File: src/fdo_pkg.sv
// shared constants and types for the debug loop override control block
`default_nettype none

package fdo_pkg;

  localparam int ADDR_W = 12;
  localparam int DATA_W = 32;
  localparam int CODE_W = 10;
  localparam int REF_W = 11;

  // register offsets
  localparam logic [ADDR_W-1:0] DEBUG_LOOP_OVERRIDE_CTRL_OFS = 12'h0ee;
  localparam logic [ADDR_W-1:0] INNER_LOOP_GAIN_READBACK_OFS = 12'h0f0;
  localparam logic [ADDR_W-1:0] OVERRIDE_STATUS_OFS = 12'h0f8;

  // reset values
  localparam logic [DATA_W-1:0] DEBUG_LOOP_OVERRIDE_CTRL_RST = 32'h0000_0000;
  localparam logic [DATA_W-1:0] INNER_LOOP_GAIN_READBACK_RST = 32'h0000_0000;
  localparam logic [DATA_W-1:0] RDATA_IDLE = 32'h0000_0000;

  // override code decoding: value = code / 500 from 0 to 500, -(code - 512) / 500 from 512 to 1000
  localparam logic [CODE_W-1:0] CODE_POS_MAX = 10'h1f4;
  localparam logic [CODE_W-1:0] CODE_NEG_BASE = 10'h200;
  localparam logic [CODE_W-1:0] CODE_NEG_MAX = 10'h3e8;

  // measurement selection, bits 4 down to 1 of the control word
  typedef struct packed {
    logic measure_winding_resistance;
    logic measure_winding_inductance;
    logic measure_back_emf_constant;
    logic measure_mechanical_params;
  } fdo_meas_sel_t;

  // control word layout: 31-27 reserved, 26 bypass, 25-16 d, 15-6 q, 5 trigger, 4-1 select, 0 commit
  typedef struct packed {
    logic [4:0] reserved;
    logic inner_loop_bypass;
    logic [CODE_W-1:0] direct_axis_voltage_override;
    logic [CODE_W-1:0] quadrature_axis_voltage_override;
    logic param_measure_trigger;
    fdo_meas_sel_t meas_sel;
    logic commit_measured_to_shadow;
  } fdo_ctrl_t;

  // gain readback layout: 31-22 proportional, 21-12 integral, 11-0 reserved
  typedef struct packed {
    logic [CODE_W-1:0] inner_loop_prop_gain;
    logic [CODE_W-1:0] inner_loop_int_gain;
    logic [11:0] reserved;
  } fdo_gain_t;

  // voltage references handed to the inner loop, in units of 1/500 of full scale
  typedef struct packed {
    logic inner_loop_bypass;
    logic signed [REF_W-1:0] vd_ref;
    logic signed [REF_W-1:0] vq_ref;
  } fdo_vref_t;

  // own status word: 3 measurement busy, 2 q code invalid, 1 d code invalid, 0 bypass
  typedef struct packed {
    logic [27:0] reserved;
    logic meas_busy;
    logic vq_code_invalid;
    logic vd_code_invalid;
    logic inner_loop_bypass;
  } fdo_status_t;

endpackage : fdo_pkg

`default_nettype wire
File: src/fdo_debug_override_ctrl.sv
// debug loop override control register bank with gain readback
//
// Operation
// - debug control register at 0xEE, resets to zero, every field write-only
// - bypass bit 26 set disables current and speed loops
// - bypassed: direct-axis voltage reference comes from bits 25 to 16
// - d code 0 to 500 is +code/500, 512 to 1000 is -(code-512)/500
// - bypassed: quadrature-axis voltage reference comes from bits 15 to 6
// - q code decoded like d; valid codes 0-500 and 512-1000
// - writing one to bit 5 while meas_busy is low starts the parameter measurement routine
// - bit 4 selects winding resistance measurement
// - bit 3 selects winding inductance measurement
// - bit 2 selects back-EMF constant measurement
// - bit 1 selects mechanical parameter measurement
// - writing one to bit 0 commits measured parameters to shadow registers
// - gain readback register at 0xF0, resets to zero, shows gains in use
// - proportional gain bits 31-22, integral gain bits 21-12, rest reserved zero
`default_nettype none

module fdo_debug_override_ctrl (
  input wire logic core_clk, // 250 MHz core clock
  input wire logic resetn, // asynchronous reset, active low
  input wire logic [fdo_pkg::ADDR_W-1:0] reg_addr, // register address
  input wire logic [fdo_pkg::DATA_W-1:0] reg_wdata, // write data
  input wire logic reg_wr, // write strobe
  input wire logic reg_rd, // read strobe
  output logic [fdo_pkg::DATA_W-1:0] reg_rdata, // read data, cycle after read strobe
  input wire logic [fdo_pkg::CODE_W-1:0] inner_loop_prop_gain, // proportional gain in use
  input wire logic [fdo_pkg::CODE_W-1:0] inner_loop_int_gain, // integral gain in use
  input wire logic meas_busy, // measurement routine running
  output fdo_pkg::fdo_vref_t vref, // loop bypass and forced voltage references
  output logic meas_start, // one-cycle start of measurement routine
  output fdo_pkg::fdo_meas_sel_t meas_sel, // sub-measurements for the routine
  output logic shadow_commit // one-cycle commit to shadow registers
);

  ////////////////////////////////////////////////////////////////////////////////
  // decoding functions

  function automatic logic code_valid(input logic [fdo_pkg::CODE_W-1:0] code);
    code_valid = (code <= fdo_pkg::CODE_POS_MAX) ||
                 ((code >= fdo_pkg::CODE_NEG_BASE) && (code <= fdo_pkg::CODE_NEG_MAX));
  endfunction : code_valid

  // signed reference in units of 1/500; invalid codes force zero
  function automatic logic signed [fdo_pkg::REF_W-1:0] code_to_ref(
      input logic [fdo_pkg::CODE_W-1:0] code);
    logic [fdo_pkg::CODE_W-1:0] mag;
    mag = code - fdo_pkg::CODE_NEG_BASE;
    if (code <= fdo_pkg::CODE_POS_MAX) begin
      code_to_ref = {1'b0, code};
    end else if ((code >= fdo_pkg::CODE_NEG_BASE) && (code <= fdo_pkg::CODE_NEG_MAX)) begin
      code_to_ref = -$signed({1'b0, mag});
    end else begin
      code_to_ref = '0;
    end
  endfunction : code_to_ref

  ////////////////////////////////////////////////////////////////////////////////
  // address decode

  wire logic sel_ctrl;
  wire logic sel_gain;
  wire logic sel_status;
  wire logic wr_ctrl;
  wire fdo_pkg::fdo_ctrl_t wr_word;

  assign sel_ctrl = (reg_addr == fdo_pkg::DEBUG_LOOP_OVERRIDE_CTRL_OFS);
  assign sel_gain = (reg_addr == fdo_pkg::INNER_LOOP_GAIN_READBACK_OFS);
  assign sel_status = (reg_addr == fdo_pkg::OVERRIDE_STATUS_OFS);
  assign wr_ctrl = reg_wr && sel_ctrl;
  assign wr_word = fdo_pkg::fdo_ctrl_t'(reg_wdata);

  ////////////////////////////////////////////////////////////////////////////////
  // debug control register

  fdo_pkg::fdo_ctrl_t ctrl_r;
  fdo_pkg::fdo_ctrl_t ctrl_nxt;

  // reserved bits never stored, trigger and commit never held
  always_comb begin
    ctrl_nxt = ctrl_r;
    if (wr_ctrl) begin
      ctrl_nxt = wr_word;
    end
    ctrl_nxt.reserved = '0;
    ctrl_nxt.param_measure_trigger = 1'b0;
    ctrl_nxt.commit_measured_to_shadow = 1'b0;
  end

  always_ff @(posedge core_clk or negedge resetn) begin
    if (!resetn) begin
      ctrl_r <= fdo_pkg::fdo_ctrl_t'(fdo_pkg::DEBUG_LOOP_OVERRIDE_CTRL_RST);
    end else begin
      ctrl_r <= ctrl_nxt;
    end
  end

  ////////////////////////////////////////////////////////////////////////////////
  // voltage override path

  wire logic vd_ok;
  wire logic vq_ok;
  fdo_pkg::fdo_vref_t vref_nxt;
  fdo_pkg::fdo_vref_t vref_r;

  assign vd_ok = code_valid(ctrl_nxt.direct_axis_voltage_override);
  assign vq_ok = code_valid(ctrl_nxt.quadrature_axis_voltage_override);

  // references are zero whenever the loops run normally
  always_comb begin
    vref_nxt = '0;
    vref_nxt.inner_loop_bypass = ctrl_nxt.inner_loop_bypass;
    if (ctrl_nxt.inner_loop_bypass) begin
      vref_nxt.vd_ref = code_to_ref(ctrl_nxt.direct_axis_voltage_override);
      vref_nxt.vq_ref = code_to_ref(ctrl_nxt.quadrature_axis_voltage_override);
    end
  end

  always_ff @(posedge core_clk or negedge resetn) begin
    if (!resetn) begin
      vref_r <= '0;
    end else begin
      vref_r <= vref_nxt;
    end
  end

  assign vref = vref_r;

  ////////////////////////////////////////////////////////////////////////////////
  // measurement trigger and shadow commit

  wire logic start_nxt;
  wire logic commit_nxt;
  logic start_r;
  logic commit_r;
  fdo_pkg::fdo_meas_sel_t sel_r;

  // a trigger while the routine already runs is dropped
  assign start_nxt = wr_ctrl && wr_word.param_measure_trigger && !meas_busy;
  assign commit_nxt = wr_ctrl && wr_word.commit_measured_to_shadow;

  always_ff @(posedge core_clk or negedge resetn) begin
    if (!resetn) begin
      start_r <= 1'b0;
      commit_r <= 1'b0;
      sel_r <= '0;
    end else begin
      start_r <= start_nxt;
      commit_r <= commit_nxt;
      sel_r <= ctrl_nxt.meas_sel;
    end
  end

  assign meas_start = start_r;
  assign shadow_commit = commit_r;
  assign meas_sel = sel_r;

  ////////////////////////////////////////////////////////////////////////////////
  // gain readback

  fdo_pkg::fdo_gain_t gain_r;
  fdo_pkg::fdo_gain_t gain_nxt;

  always_comb begin
    gain_nxt = '0;
    gain_nxt.inner_loop_prop_gain = inner_loop_prop_gain;
    gain_nxt.inner_loop_int_gain = inner_loop_int_gain;
  end

  always_ff @(posedge core_clk or negedge resetn) begin
    if (!resetn) begin
      gain_r <= fdo_pkg::fdo_gain_t'(fdo_pkg::INNER_LOOP_GAIN_READBACK_RST);
    end else begin
      gain_r <= gain_nxt;
    end
  end

  ////////////////////////////////////////////////////////////////////////////////
  // read path

  fdo_pkg::fdo_status_t status;
  logic [fdo_pkg::DATA_W-1:0] rdata_nxt;
  logic [fdo_pkg::DATA_W-1:0] rdata_r;

  always_comb begin
    status = '0;
    status.inner_loop_bypass = ctrl_r.inner_loop_bypass;
    status.vd_code_invalid = !code_valid(ctrl_r.direct_axis_voltage_override);
    status.vq_code_invalid = !code_valid(ctrl_r.quadrature_axis_voltage_override);
    status.meas_busy = meas_busy;
  end

  // control word reads back as zero; unmapped addresses read zero
  always_comb begin
    rdata_nxt = fdo_pkg::RDATA_IDLE;
    if (reg_rd && sel_gain) begin
      rdata_nxt = gain_r;
    end else if (reg_rd && sel_status) begin
      rdata_nxt = status;
    end else if (reg_rd && sel_ctrl) begin
      rdata_nxt = fdo_pkg::RDATA_IDLE;
    end
  end

  always_ff @(posedge core_clk or negedge resetn) begin
    if (!resetn) begin
      rdata_r <= fdo_pkg::RDATA_IDLE;
    end else begin
      rdata_r <= rdata_nxt;
    end
  end

  assign reg_rdata = rdata_r;
endmodule : fdo_debug_override_ctrl

`default_nettype wire

File: config.mk
export PLATFORM = sky130hd
export DESIGN_NAME = fdo_debug_override_ctrl
export DESIGN_NICKNAME = d
export VERILOG_FILES = /design/src/fdo_pkg.sv /design/src/fdo_debug_override_ctrl.sv
export SDC_FILE = /design/constraint.sdc
export NUM_CORES = 1
export LEC_CHECK = 0
export BUFFER_PORTS_ARGS = -buffer_cell sky130_fd_sc_hd__buf_2
export CAP_MARGIN = 0
export CORE_UTILIZATION = 50
export DETAILED_ROUTE_END_ITERATION = 12
export GPL_TIMING_DRIVEN = 0
export PLACE_DENSITY = 0.79
export SYNTH_ARGS = -nofsm -noshare
export SYNTH_HDL_FRONTEND = slang
export SYNTH_SLANG_ARGS = --single-unit
File: constraint.sdc
create_clock -name core_clk -period 2.5 [get_ports core_clk]
set_clock_uncertainty 0.05 [all_clocks]
set_input_delay 0.125 -clock core_clk [delete_from_list [all_inputs] [get_ports core_clk]]
set_output_delay 0.125 -clock core_clk [all_outputs]
set_load 0.03 [all_outputs]
==> Word-level counts from Yosys, hierarchy flattened <==
Cells that the tools add are included.
{ "op_classes": {"n_addsub": 4, "order_cmp": 12, "n_eq_ne": 3, "n_mux": 8, "reduce_logical": 15} }
{ "ops": {"columns": ["cell", "n"], "rows": [
  ["$mux 11", 4],
  ["$ge 10x10->1 const B", 4],
  ["$le 10x10->1 const B", 4],
  ["$le 10x9->1 const B", 4],
  ["$eq 12x8->1 const B", 3],
  ["$mux 32", 1],
  ["$mux 27", 1],
  ["$mux 22", 1],
  ["$neg 10->11", 2],
  ["$sub 10x10->10 const B", 2],
  ["$logic_and 1x1->1", 10],
  ["$mux 4", 1],
  ["$logic_not 1->1", 3],
  ["$logic_or 1x1->1", 2]
]} }
{ "totals": {"reg_bits": 101, "input_bits": 69, "out_inout_bits": 61, "elab_cells": 56} }

==> Depth between registers and ports, before layout <==
Gate-level depths: netlist (run 1).
{ "depth": {"word_depth": 8, "depth_mapped": 13, "ltp_nobuf": 8} }

==> Least setup slack after synthesis (run 1) <==
No wires, ideal clock.
{ "synth_timing": {"path_type": "input to register", "start": "input reg_addr[9] (netlist bit)", "end": "register vref_r, in the netlist vref[6]", "setup_ps": 82, "arrival_time_ps": 3190, "required_time_ps": 2368, "path_slack_ps": -822, "path_stages": 13, "n_path_buf": 5, "path_cell_list": "or4_4 > nor4_4 > buf_6 > buf_4 > buf_4 > buf_4 > mux2i_1 > ha_1 > inv_1 > o211ai_1 > buf_2 > nand3b_1 > a31oi_1"} }
{ "synth_lines": {"columns": ["element", "line", "rtl"], "rows": [
  ["from (decl)", "fdo_debug_override_ctrl.sv:23", "input wire logic [fdo_pkg::ADDR_W-1:0] reg_addr,"],
  ["to (signal assigned)", "fdo_debug_override_ctrl.sv:124", "vref_r <= vref_nxt;"],
  ["to (decl)", "fdo_debug_override_ctrl.sv:105", "fdo_pkg::fdo_vref_t vref_r;"]
]} }

==> key figures, run 1 <==
Status
  • Status: completed

Clock network
  • H-tree levels: 3
  • CTS tree: built
  • CTS Buffer Depth: 2
  • # clock sinks: 93
  • Clk_lat worst skew: 0.35 ns
  • Clock root buffer: clkbuf_8
  • Total CTS buffers: 9
  • Clock transition at the registers of the reported paths: 0.09 ns

Synthesis
  • Synth cell types: 54
  • Synthesized instance count: 316
  • Top cell type's share of synthesized area: 0.596
  • Area of the mapped netlist: 3900 sq um
  • Synth Flop Type: dfrtp_1
  • Sequential share of the synthesized area: 0.596
  • Ys async rst share: 1.00
  • Post-synth EDFFs: 0
  • Seq cells post-synth: 93
  • Yosys top cell by area: dfrtp_1
  • Synth top area cells: dfrtp_1 60%, mux2i_1 4.1%, mux2_2 3.8%
  • Yosys warnings: 0
  • Avg Cell Area, Syn: 12.3 sq um

Layout
  • FF+latch area: 2330 sq um
  • Area growth syn-to-layout: 42.8%
  • Nets: 574
  • Area of the multi-input gates: 1530 sq um
  • Share of layout cells above drive strength 1: 0.427
  • Post-layout instance area: 5570 sq um
  • Antenna Cells: 0
  • Fillers: 483

GRT
  • Largest net degree at the start of global routing: 49
  • Total GRT Usage: 0.254
  • Global-route wire length before repair: 15.9 mm
  • Initial antenna violation count: 0
  • Vias in the first global route: 3,194
  • Gr ovfl total: 0

Setup path
  • Required @ worst endpoint: 2.71 ns
  • Critical-path cell list: buf_2 > or4_4 > nor4_4 > buf_6 > buf_12 > buf_12 > mux2i_4 > ha_4 > o21ai_2 > a311o_2 > a31oi_1
  • Critical-path top delay cell: or4_4
  • Top cell by count, worst path: buf_12
  • Crit. End Element: register
  • Largest stage delay, worst path: 0.54 ns
  • Reg2reg start: ctrl_r[9]$_DFF_PN0_
  • Crit path depth: 11
  • CP startpoint kind: input port
  • Worst-path maximum fanout: 8
  • Internal reg-to-reg setup slack: 0.51 ns
  • Critical R2R Capture: vref[8]$_DFF_PN0_
  • Start point of the critical path: reg_addr[8]
  • R2R cell count: 5
  • WP data arrival: 2.64 ns
  • Setup CP Type: in -> reg
  • Buf+Inv Stages, Crit Path: 4
  • Crit-path leading delay family: simple AND/OR/NAND/NOR gates

Power and ir drop
  • P_leak: 2.87 nW
  • PD cells: 510 nW/um^2
  • Pwr Total: 2.85 mW
  • Worst vdd rail ir drop: 0.000301 V

Flow run
  • Max-cap viol count: 0

STA
  • Fin crit period: 2.43 ns
  • Final period util: 0.971
  • RSZ-0062 raised after global routing: yes
  • Slew margin rel.: 0.572
  • F_max: 412 MHz
  • Setup TNS: 0 ns
  • Max-slew violations: 0
  • Slew @ Worst Pin: 0.630 ns
  • Setup Viol. Count Final: 0
  • Fin. Hold Viols: 0

Drt
  • Via count: 3,254
  • Drt first pass iters: 4
  • DR WL/cell: 16.9 microns
  • DR vias/cell: 5.36
  • DRT antenna net count: 0
  • DR iter-0 viols: 89
  • Total wire length: 10.2 mm
  • Number of remaining DRC errors: 0

Worst hold path
  • Worst Hold Path EP: ctrl_r[23]$_DFF_PN0_
  • Worst Hold Launch: reg_wdata[23]
  • HP Class: in -> reg
  • Hold depth: 2

Placement
  • Buffers on Ports: 116
  • DP HPWL: 6.27 mm
  • Placer Congestion: 0.914
  • Post-place instance area: 4780 sq um

Floorplan
  • Placement Rows: 31
  • Die width: 90.3 microns
  • Die H: 90.3 microns
  • Starting Density: 0.527
  • IO Pins: 130
  • Core Area: 7410 sq um
  • Die area: 8160 sq um
[Yosys cell counts, types with 7 or more instances]
cell type,count
o21ai_0,7
inv_1,16
mux2i_1,16
buf_4,16
nor2_1,10
nand2_1,10
and2_1,23
nand3_1,9
nor3_1,11
mux2_2,13
a31oi_1,18
dfrtp_1,93
nand4_1,7
[cells in the final DEF, fill, tap and decap left out, types with 6 or more instances in the layout]
cell type | synthesis | final
dfrtp_1 | 93 | 93
buf_6 | 3 | 7
dlygate4sd3_1 | 0 | 28
and2_1 | 23 | 23
mux2i_4 | 0 | 6
mux2_2 | 13 | 13
mux2i_1 | 16 | 8
nor3_1 | 11 | 11
buf_4 | 16 | 36
a31oi_1 | 18 | 16
clkbuf_8 | 0 | 11
conb_1 | 1 | 8
inv_1 | 16 | 14
nand2_1 | 10 | 9
buf_2 | 1 | 114
nand4_1 | 7 | 7
nand3_1 | 9 | 9
nor2_1 | 10 | 10
[how the worst max path moves through the flow]
| stage | end |
|---|---|
| floorplan | vref[5]$_DFF_PN0_ |
| global placement | vref[4]$_DFF_PN0_ |
| detailed placement | vref[4]$_DFF_PN0_ |
| CTS | vref[6]$_DFF_PN0_ |
| global route | vref[6]$_DFF_PN0_ |
| finish | vref[16]$_DFF_PN0_ |
[layer usage]
metal	track usage	routed length [microns]	up-vias
met2	0.440	5250	169
met5	0	0	-
met4	0.0847	119	0
met1	0.324	4200	1581
met3	0.0446	664	11
li1	-	-	1493
[where the power goes]
part           leakage, nW  internal (mW)  switching [mW]  total [mW]
logic                 1.51         0.0937           0.101       0.194
clock network        0.116          0.620           0.505        1.12
registers             1.25           1.52         0.00507        1.53
total                 2.87           2.23           0.611        2.85
[layout make-up]
type | instances | area share
plain buffers | 20 | 0.0299
repair buffers | 171 | 0.202
clock buffers | 11 | 0.0272
well taps | 99 | 0.0222
clock inverters | 5 | 0.0146
multi-input cells | 192 | 0.275
inverters | 16 | 0.0112
flip-flops and latches | 93 | 0.418
[stage by stage]
stage	util	hold WS [ns]	std cells	worst slack [ns]
floorplan	-	-0.221	323	-0.425
global placement	0.641	0.183	538	-1.14
detailed placement	0.645	0.103	539	-1.10
CTS	0.739	0.0262	602	-0.0699
global route	0.752	0.0388	607	-0.0443
finish	0.752	0.0333	607	0.0723
[worst register-to-register path, cell delays in order (launching register included)]
cell and delay, ns:
dfrtp_1 0.46, or4_1 0.57, nor3_1 0.16, o211ai_1 0.14, or3_1 0.35, a31oi_1 0.20
[registers in the layout (all words and copies together), names as in the netlist]
| register | flops |
|---|---|
| ctrl_r | 20 |
| reg_rdata | 24 |
| meas_start | 1 |
| shadow_commit | 1 |
| vref | 23 |
| gain_r | 20 |
| meas_sel | 4 |
[cell families after synthesis]
kind of cell | count (synthesis) | share of synthesized area
AO/OA/AOI/OAI | 56 | 0.107
other | 1 | 0.000961
AND/OR/NAND/NOR | 95 | 0.145
flip-flops | 93 | 0.596
adder cells (fa/ha/maj) | 2 | 0.00641
multiplexers | 31 | 0.0859
buffers and inverters | 38 | 0.0580
[timing repair]
| action | CTS | global route |
|---|---|---|
| hold buffers | 28 | 0 |
| setup endpoints to repair | 22 | 20 |
| cloned | 1 | 0 |
| hold endpoints to repair | 72 | 0 |
| pin swaps | 7 | 6 |
| buffers inserted | 19 | 6 |
| resized for setup | 12 | 8 |
(Power assumes the default switching activity.)
==> run 2, diff against run 1 <==
==> constraint.sdc (replaced) <==
create_clock -name core_clk -period 2.5 [get_ports core_clk]
set_clock_uncertainty 0.05 [all_clocks]
set_input_delay 0.375 -clock core_clk [delete_from_list [all_inputs] [get_ports core_clk]]
set_output_delay 0.375 -clock core_clk [all_outputs]
set_load 0.03 [all_outputs]
==> run 2 against run 1 <==
  * The run now ends with negative setup slack left
  * Cell area shrank 0.74%
  * Critical path depth shrank 1
  * Combinational power shrank 19%
  * Global-route usage shrank 2.2 points
  * Flip-flop and latch count is the same
  * Worst setup slack lost 0.28 ns
  * Fmax shrank 10%
  * Sequential share of layout area grew 0.31 points
  * Utilization shrank 0.56 points
  * Largest cell class unchanged
  * Highest routed layer unchanged
==> key figures, run 2 (synthesis results as in run 1) <==
Setup path
  • Required @ worst endpoint: 2.67 ns
  • R2R cell count: 6
  • Start point of the critical path: reg_addr[9]
  • CP startpoint kind: input port
  • Internal reg-to-reg setup slack: 0.49 ns
  • Reg2reg start: ctrl_r[23]$_DFF_PN0_
  • Worst-path maximum fanout: 6
  • Critical R2R Capture: vref[16]$_DFF_PN0_
  • Crit. End Element: register
  • WP data arrival: 2.88 ns
  • Setup CP Type: in -> reg

STA
  • Fin. Hold Viols: 0
  • Setup Viol. Count Final: 20
  • Worst hold slack: 0.0751 ns
  • RSZ-0062 raised after global routing: yes
  • Slew @ Worst Pin: 0.734 ns
  • Max-slew violations: 0
  • F_max: 370 MHz
  • Final period util: 1.08
  • Setup WS post-layout: -0.205 ns
  • Slew margin rel.: 0.497
  • Setup TNS: -2.59 ns
  • Fin crit period: 2.71 ns

Floorplan
  • IO Pins: 130
  • Starting Density: 0.527
  • Placement Rows: 31
  • Core Area: 7410 sq um
  • Die width: 90.3 microns
  • Die H: 90.3 microns
  • Die area: 8160 sq um

Drt
  • WL met3: 674 microns
  • DR WL/cell: 16.3 microns
  • DR vias/cell: 5.32
  • Drt first pass iters: 4
  • Total wire length: 9.59 mm
  • Via count: 3,133
  • Number of remaining DRC errors: 0
  • DRT met1 WL: 3.94 mm
  • DR iter-0 viols: 108
  • Highest routed layer: met4
  • DR WL met2: 4.74 mm
  • DRT antenna net count: 0

Clock network
  • Total CTS buffers: 9
  • H-tree levels: 3
  • Clk_lat worst skew: 0.35 ns
  • CTS Buffer Depth: 2
  • # clock sinks: 93
  • Clock transition at the registers of the reported paths: 0.09 ns
  • Clock root buffer: clkbuf_8
  • CTS tree: built

Worst hold path
  • Worst Hold Launch: inner_loop_int_gain[5]
  • Hold depth: 1
  • Worst Hold Path EP: gain_r[17]$_DFF_PN0_
  • HP Class: in -> reg

Layout
  • Area growth syn-to-layout: 41.8%
  • Most frequent cells in the layout: 113 x buf_2, 93 x dfrtp_1, 39 x buf_4, 23 x and2_1, 14 x a31oi_1
  • Post-layout instance area: 5530 sq um
  • Share of layout cells above drive strength 1: 0.496
  • Fillers: 505
  • Most common cell after layout, fill and taps aside: buf_2
  • Largest register FFs: 24
  • Nets: 556
  • Antenna Cells: 0

Power and ir drop
  • Pwr Total: 2.81 mW
  • P_leak: 2.83 nW
  • PD cells: 508 nW/um^2
  • Worst vdd rail ir drop: 0.000313 V

GRT
  • Initial antenna violation count: 0
  • Total GRT Usage: 0.232
  • Vias in the first global route: 2,978
  • Global-route wire length before repair: 14.6 mm
  • Largest net degree at the start of global routing: 49
  • Gr ovfl total: 0

Placement
  • Placer Congestion: 0.914
  • Buffers on Ports: 116
  • DP HPWL: 6.27 mm
  • Post-place instance area: 4780 sq um
  • Pre-CTS setup slack: -1.35 ns

Flow run
  • Max-cap viol count: 0

Status
  • Violated checks: negative setup slack
  • Status: finished, violations left
[run 2: power by group]
group          internal [mW]  switching, mW
sequential              1.52        0.00505
clock                  0.620          0.507
combinational         0.0668         0.0912
total                   2.21          0.603
[run 2: worst max-delay path by stage]
stage	to	depth (start not counted)
global route	vref[19]$_DFF_PN0_	14
finish	vref[16]$_DFF_PN0_	10
CTS	vref[6]$_DFF_PN0_	13
floorplan	vref[5]$_DFF_PN0_	13
global placement	vref[4]$_DFF_PN0_	13
detailed placement	vref[4]$_DFF_PN0_	13
[run 2: per-layer routing]
metal  vias up  track usage
li1       1452            -
met3        22       0.0429
met1      1496        0.305
met4         0       0.0901
met2       163        0.384
met5         -            0
[run 2: timing repair]
| item | CTS | global route |
|---|---|---|
| setup buffers | 22 | 11 |
| hold buffers | 1 | 0 |
| setup endpoints to repair | 30 | 22 |
| hold endpoints to repair | 45 | 0 |
| cloned | 1 | 0 |
| pin swaps | 13 | 13 |
| gates resized for setup | 20 | 36 |
[run 2: area by class of cell]
cell class	count	area [sq um]	share of cell area
clock buffer	11	151	0.0274
sequential	93	2330	0.421
timing repair buffer	152	948	0.171
tap	99	124	0.0224
buffer	21	190	0.0344
clock inverter	5	81.3	0.0147
inverter	16	62.6	0.0113
multi-input combinational	192	1650	0.298
[run 2: per-stage QoR]
step / util / instances
after detailed placement: 0.645 / 539
after CTS: 0.709 / 578
after global routing: 0.747 / 589
final: 0.747 / 589
after floorplan: - / 323
after global placement: 0.641 / 538
[run 2: critical path, stage by stage]
cell,delay (ns)
buf_6,0.09
or4_4,0.55
nor4_4,0.24
buf_4,0.18
buf_12,0.14
mux2i_1,0.64
o211ai_4,0.23
buf_6,0.18
a31oi_1,0.18
a31oi_2,0.06
==> run 3, diff against run 2 <==
--- a/config.mk
+++ b/config.mk
@@ -5,12 +5,15 @@
 export SDC_FILE = /design/constraint.sdc
 export NUM_CORES = 1
 export LEC_CHECK = 0
+export ABC_CLOCK_PERIOD_IN_PS = 2500
 export BUFFER_PORTS_ARGS = -buffer_cell sky130_fd_sc_hd__buf_2
 export CAP_MARGIN = 0
 export CORE_UTILIZATION = 50
 export DETAILED_ROUTE_END_ITERATION = 12
 export GPL_TIMING_DRIVEN = 0
 export PLACE_DENSITY = 0.79
+export REMOVE_ABC_BUFFERS = 1
+export SLEW_MARGIN = 40
 export SYNTH_ARGS = -nofsm -noshare
 export SYNTH_HDL_FRONTEND = slang
 export SYNTH_SLANG_ARGS = --single-unit
==> run 3 against run 2 <==
  * The run still ends with negative setup slack left
  * Final cell count is 3.2% lower
  * Cell area decreased by 4.6%
  * Non-clock buffer count decreased by 19
  * Count of clock-buffer cells in the layout down 1
==> key figures, run 3 (synthesis results as in run 1) <==
Placement
  • Buffers on Ports: 116
  • Placer Congestion: 0.860
  • DP HPWL: 6.04 mm
  • Pre-CTS setup slack: -1.73 ns

Setup path
  • Reg2reg start: ctrl_r[9]$_DFF_PN0_
  • Internal reg-to-reg setup slack: 0.39 ns
  • R2R cell count: 5
  • Critical R2R Capture: vref[8]$_DFF_PN0_
  • Required @ worst endpoint: 2.72 ns
  • Worst-path maximum fanout: 7
  • Crit. End Element: register
  • Setup CP Type: in -> reg
  • CP startpoint kind: input port
  • WP data arrival: 2.79 ns

Clock network
  • Clk_lat worst skew: 0.36 ns
  • H-tree levels: 3
  • CTS tree: built
  • Clock transition at the registers of the reported paths: 0.10 ns
  • Clock root buffer: clkbuf_8
  • Total CTS buffers: 9
  • CTS Buffer Depth: 2
  • # clock sinks: 93

Worst hold path
  • Hold depth: 1
  • Worst Hold Path EP: gain_r[17]$_DFF_PN0_
  • HP Class: in -> reg
  • Worst Hold Launch: inner_loop_int_gain[5]

GRT
  • Gr ovfl total: 0
  • Largest net degree at the start of global routing: 52
  • Vias in the first global route: 3,007
  • Global-route wire length before repair: 15.1 mm
  • Initial antenna violation count: 0
  • Total GRT Usage: 0.239

Power and ir drop
  • Comb power frac: 0.056
  • Sw Pwr: 0.670 mW
  • P_leak: 2.70 nW
  • Internal: 1.96 mW
  • Seq pwr share: 0.581
  • Switching share of total power: 0.255
  • Clock power share: 0.363
  • Worst vdd rail ir drop: 0.000242 V
  • PD cells: 498 nW/um^2

Drt
  • DRT antenna net count: 0
  • Via count: 3,211
  • DR iter-0 viols: 148
  • Total wire length: 9.91 mm
  • Number of remaining DRC errors: 0
  • DR vias/cell: 5.63
  • Drt first pass iters: 4
  • DR WL/cell: 17.4 microns

STA
  • Slew margin rel.: 0.538
  • Fin crit period: 2.57 ns
  • Slew @ Worst Pin: 0.680 ns
  • F_max: 389 MHz
  • RSZ-0062 raised after global routing: yes
  • Setup Viol. Count Final: 14
  • Final period util: 1.03
  • Max-slew violations: 0
  • Setup WS post-layout: -0.0734 ns
  • Fin. Hold Viols: 0

Layout
  • Largest register FFs: 24
  • Fin util: 0.713
  • Antenna Cells: 0
  • Most common cell after layout, fill and taps aside: buf_2
  • Area growth syn-to-layout: 35.3%
  • Most frequent cells in the layout: 113 x buf_2, 93 x dfrtp_1, 23 x and2_1, 23 x buf_4, 16 x a31oi_1
  • Share of layout cells above drive strength 1: 0.469
  • Nets: 537

Flow run
  • Max-cap viol count: 0

Status
  • Status: finished, violations left
  • Violated checks: negative setup slack

Floorplan
  • Die width: 90.3 microns
  • Die H: 90.3 microns
  • Starting Density: 0.527
  • Placement Rows: 31
  • Core Area: 7410 sq um
  • IO Pins: 130
  • Die area: 8160 sq um
==> run 3: worst max-delay path, stage by stage <==
cell      delay, ns
buf_6          0.09
or4_4          0.54
nor4_4         0.18
buf_6          0.21
mux2i_4        0.30
ha_4           0.21
inv_1          0.08
o211ai_1       0.25
buf_4          0.17
nand2_2        0.08
o32ai_1        0.29
==> run 3: layout make-up <==
type / instances / area [sq um]
sequential: 93 / 2330
fill: 507 / 2130
multi-input combinational: 192 / 1600
timing repair buffer: 154 / 982
clock buffer: 10 / 128
tap: 99 / 124
inverter: 16 / 62.6
clock inverter: 6 / 53.8
==> run 3: repair_timing <==
action,4_1_cts,5_1_grt
pin swaps,21,6
hold endpoints to repair,50,0
hold buffers,1,0
setup buffers,20,10
endpoints found under the setup margin,26,22
cloned,2,0
resized for setup,45,26
==> run 3: worst max-delay path by stage <==
stage	startpoint	to	depth (start not counted)
floorplan	reg_addr[9]	vref[4]$_DFF_PN0_	8
global placement	reg_addr[9]	vref[4]$_DFF_PN0_	7
detailed placement	reg_addr[9]	vref[4]$_DFF_PN0_	10
CTS	reg_addr[11]	vref[6]$_DFF_PN0_	11
global route	reg_addr[11]	vref[4]$_DFF_PN0_	11
finish	reg_addr[11]	vref[4]$_DFF_PN0_	11
==> run 3: stage by stage <==
stage          instances  power (mW)  instance area [sq um]  TNS (ns)  hold slack (ns)
2_1_floorplan        301        1.59                   3760    -55.41           0.0294
3_3_place_gp         516        1.68                   4470   -100.01            0.381
3_5_place_dp         522        1.69                   4540    -34.56            0.294
4_1_cts              560        2.64                   5100   -0.0710           0.0426
5_1_grt              570        2.73                   5280     -1.73           0.0320
6_report             570        2.63                   5280    -0.480           0.0629
==> run 3: power by group through the flow <==
| stage | logic (mW) | registers [mW] | clock network [mW] |
|---|---|---|---|
| finish | 0.147 | 1.53 | 0.956 |
| global route | 0.163 | 1.53 | 1.04 |
| CTS | 0.144 | 1.53 | 0.972 |
| detailed placement | 0.135 | 1.56 | 0 |
| global placement | 0.126 | 1.56 | 0 |
| floorplan | 0.0362 | 1.56 | 0 |
==> run 3: metal layers <==
metal / part of all wire / up-vias / global-route usage
met3: 0.075 / 33 / 0.0513
met5: 0 / - / 0
li1: - / 1432 / -
met2: 0.50 / 185 / 0.383
met1: 0.40 / 1561 / 0.311
met4: 0.033 / 0 / 0.116
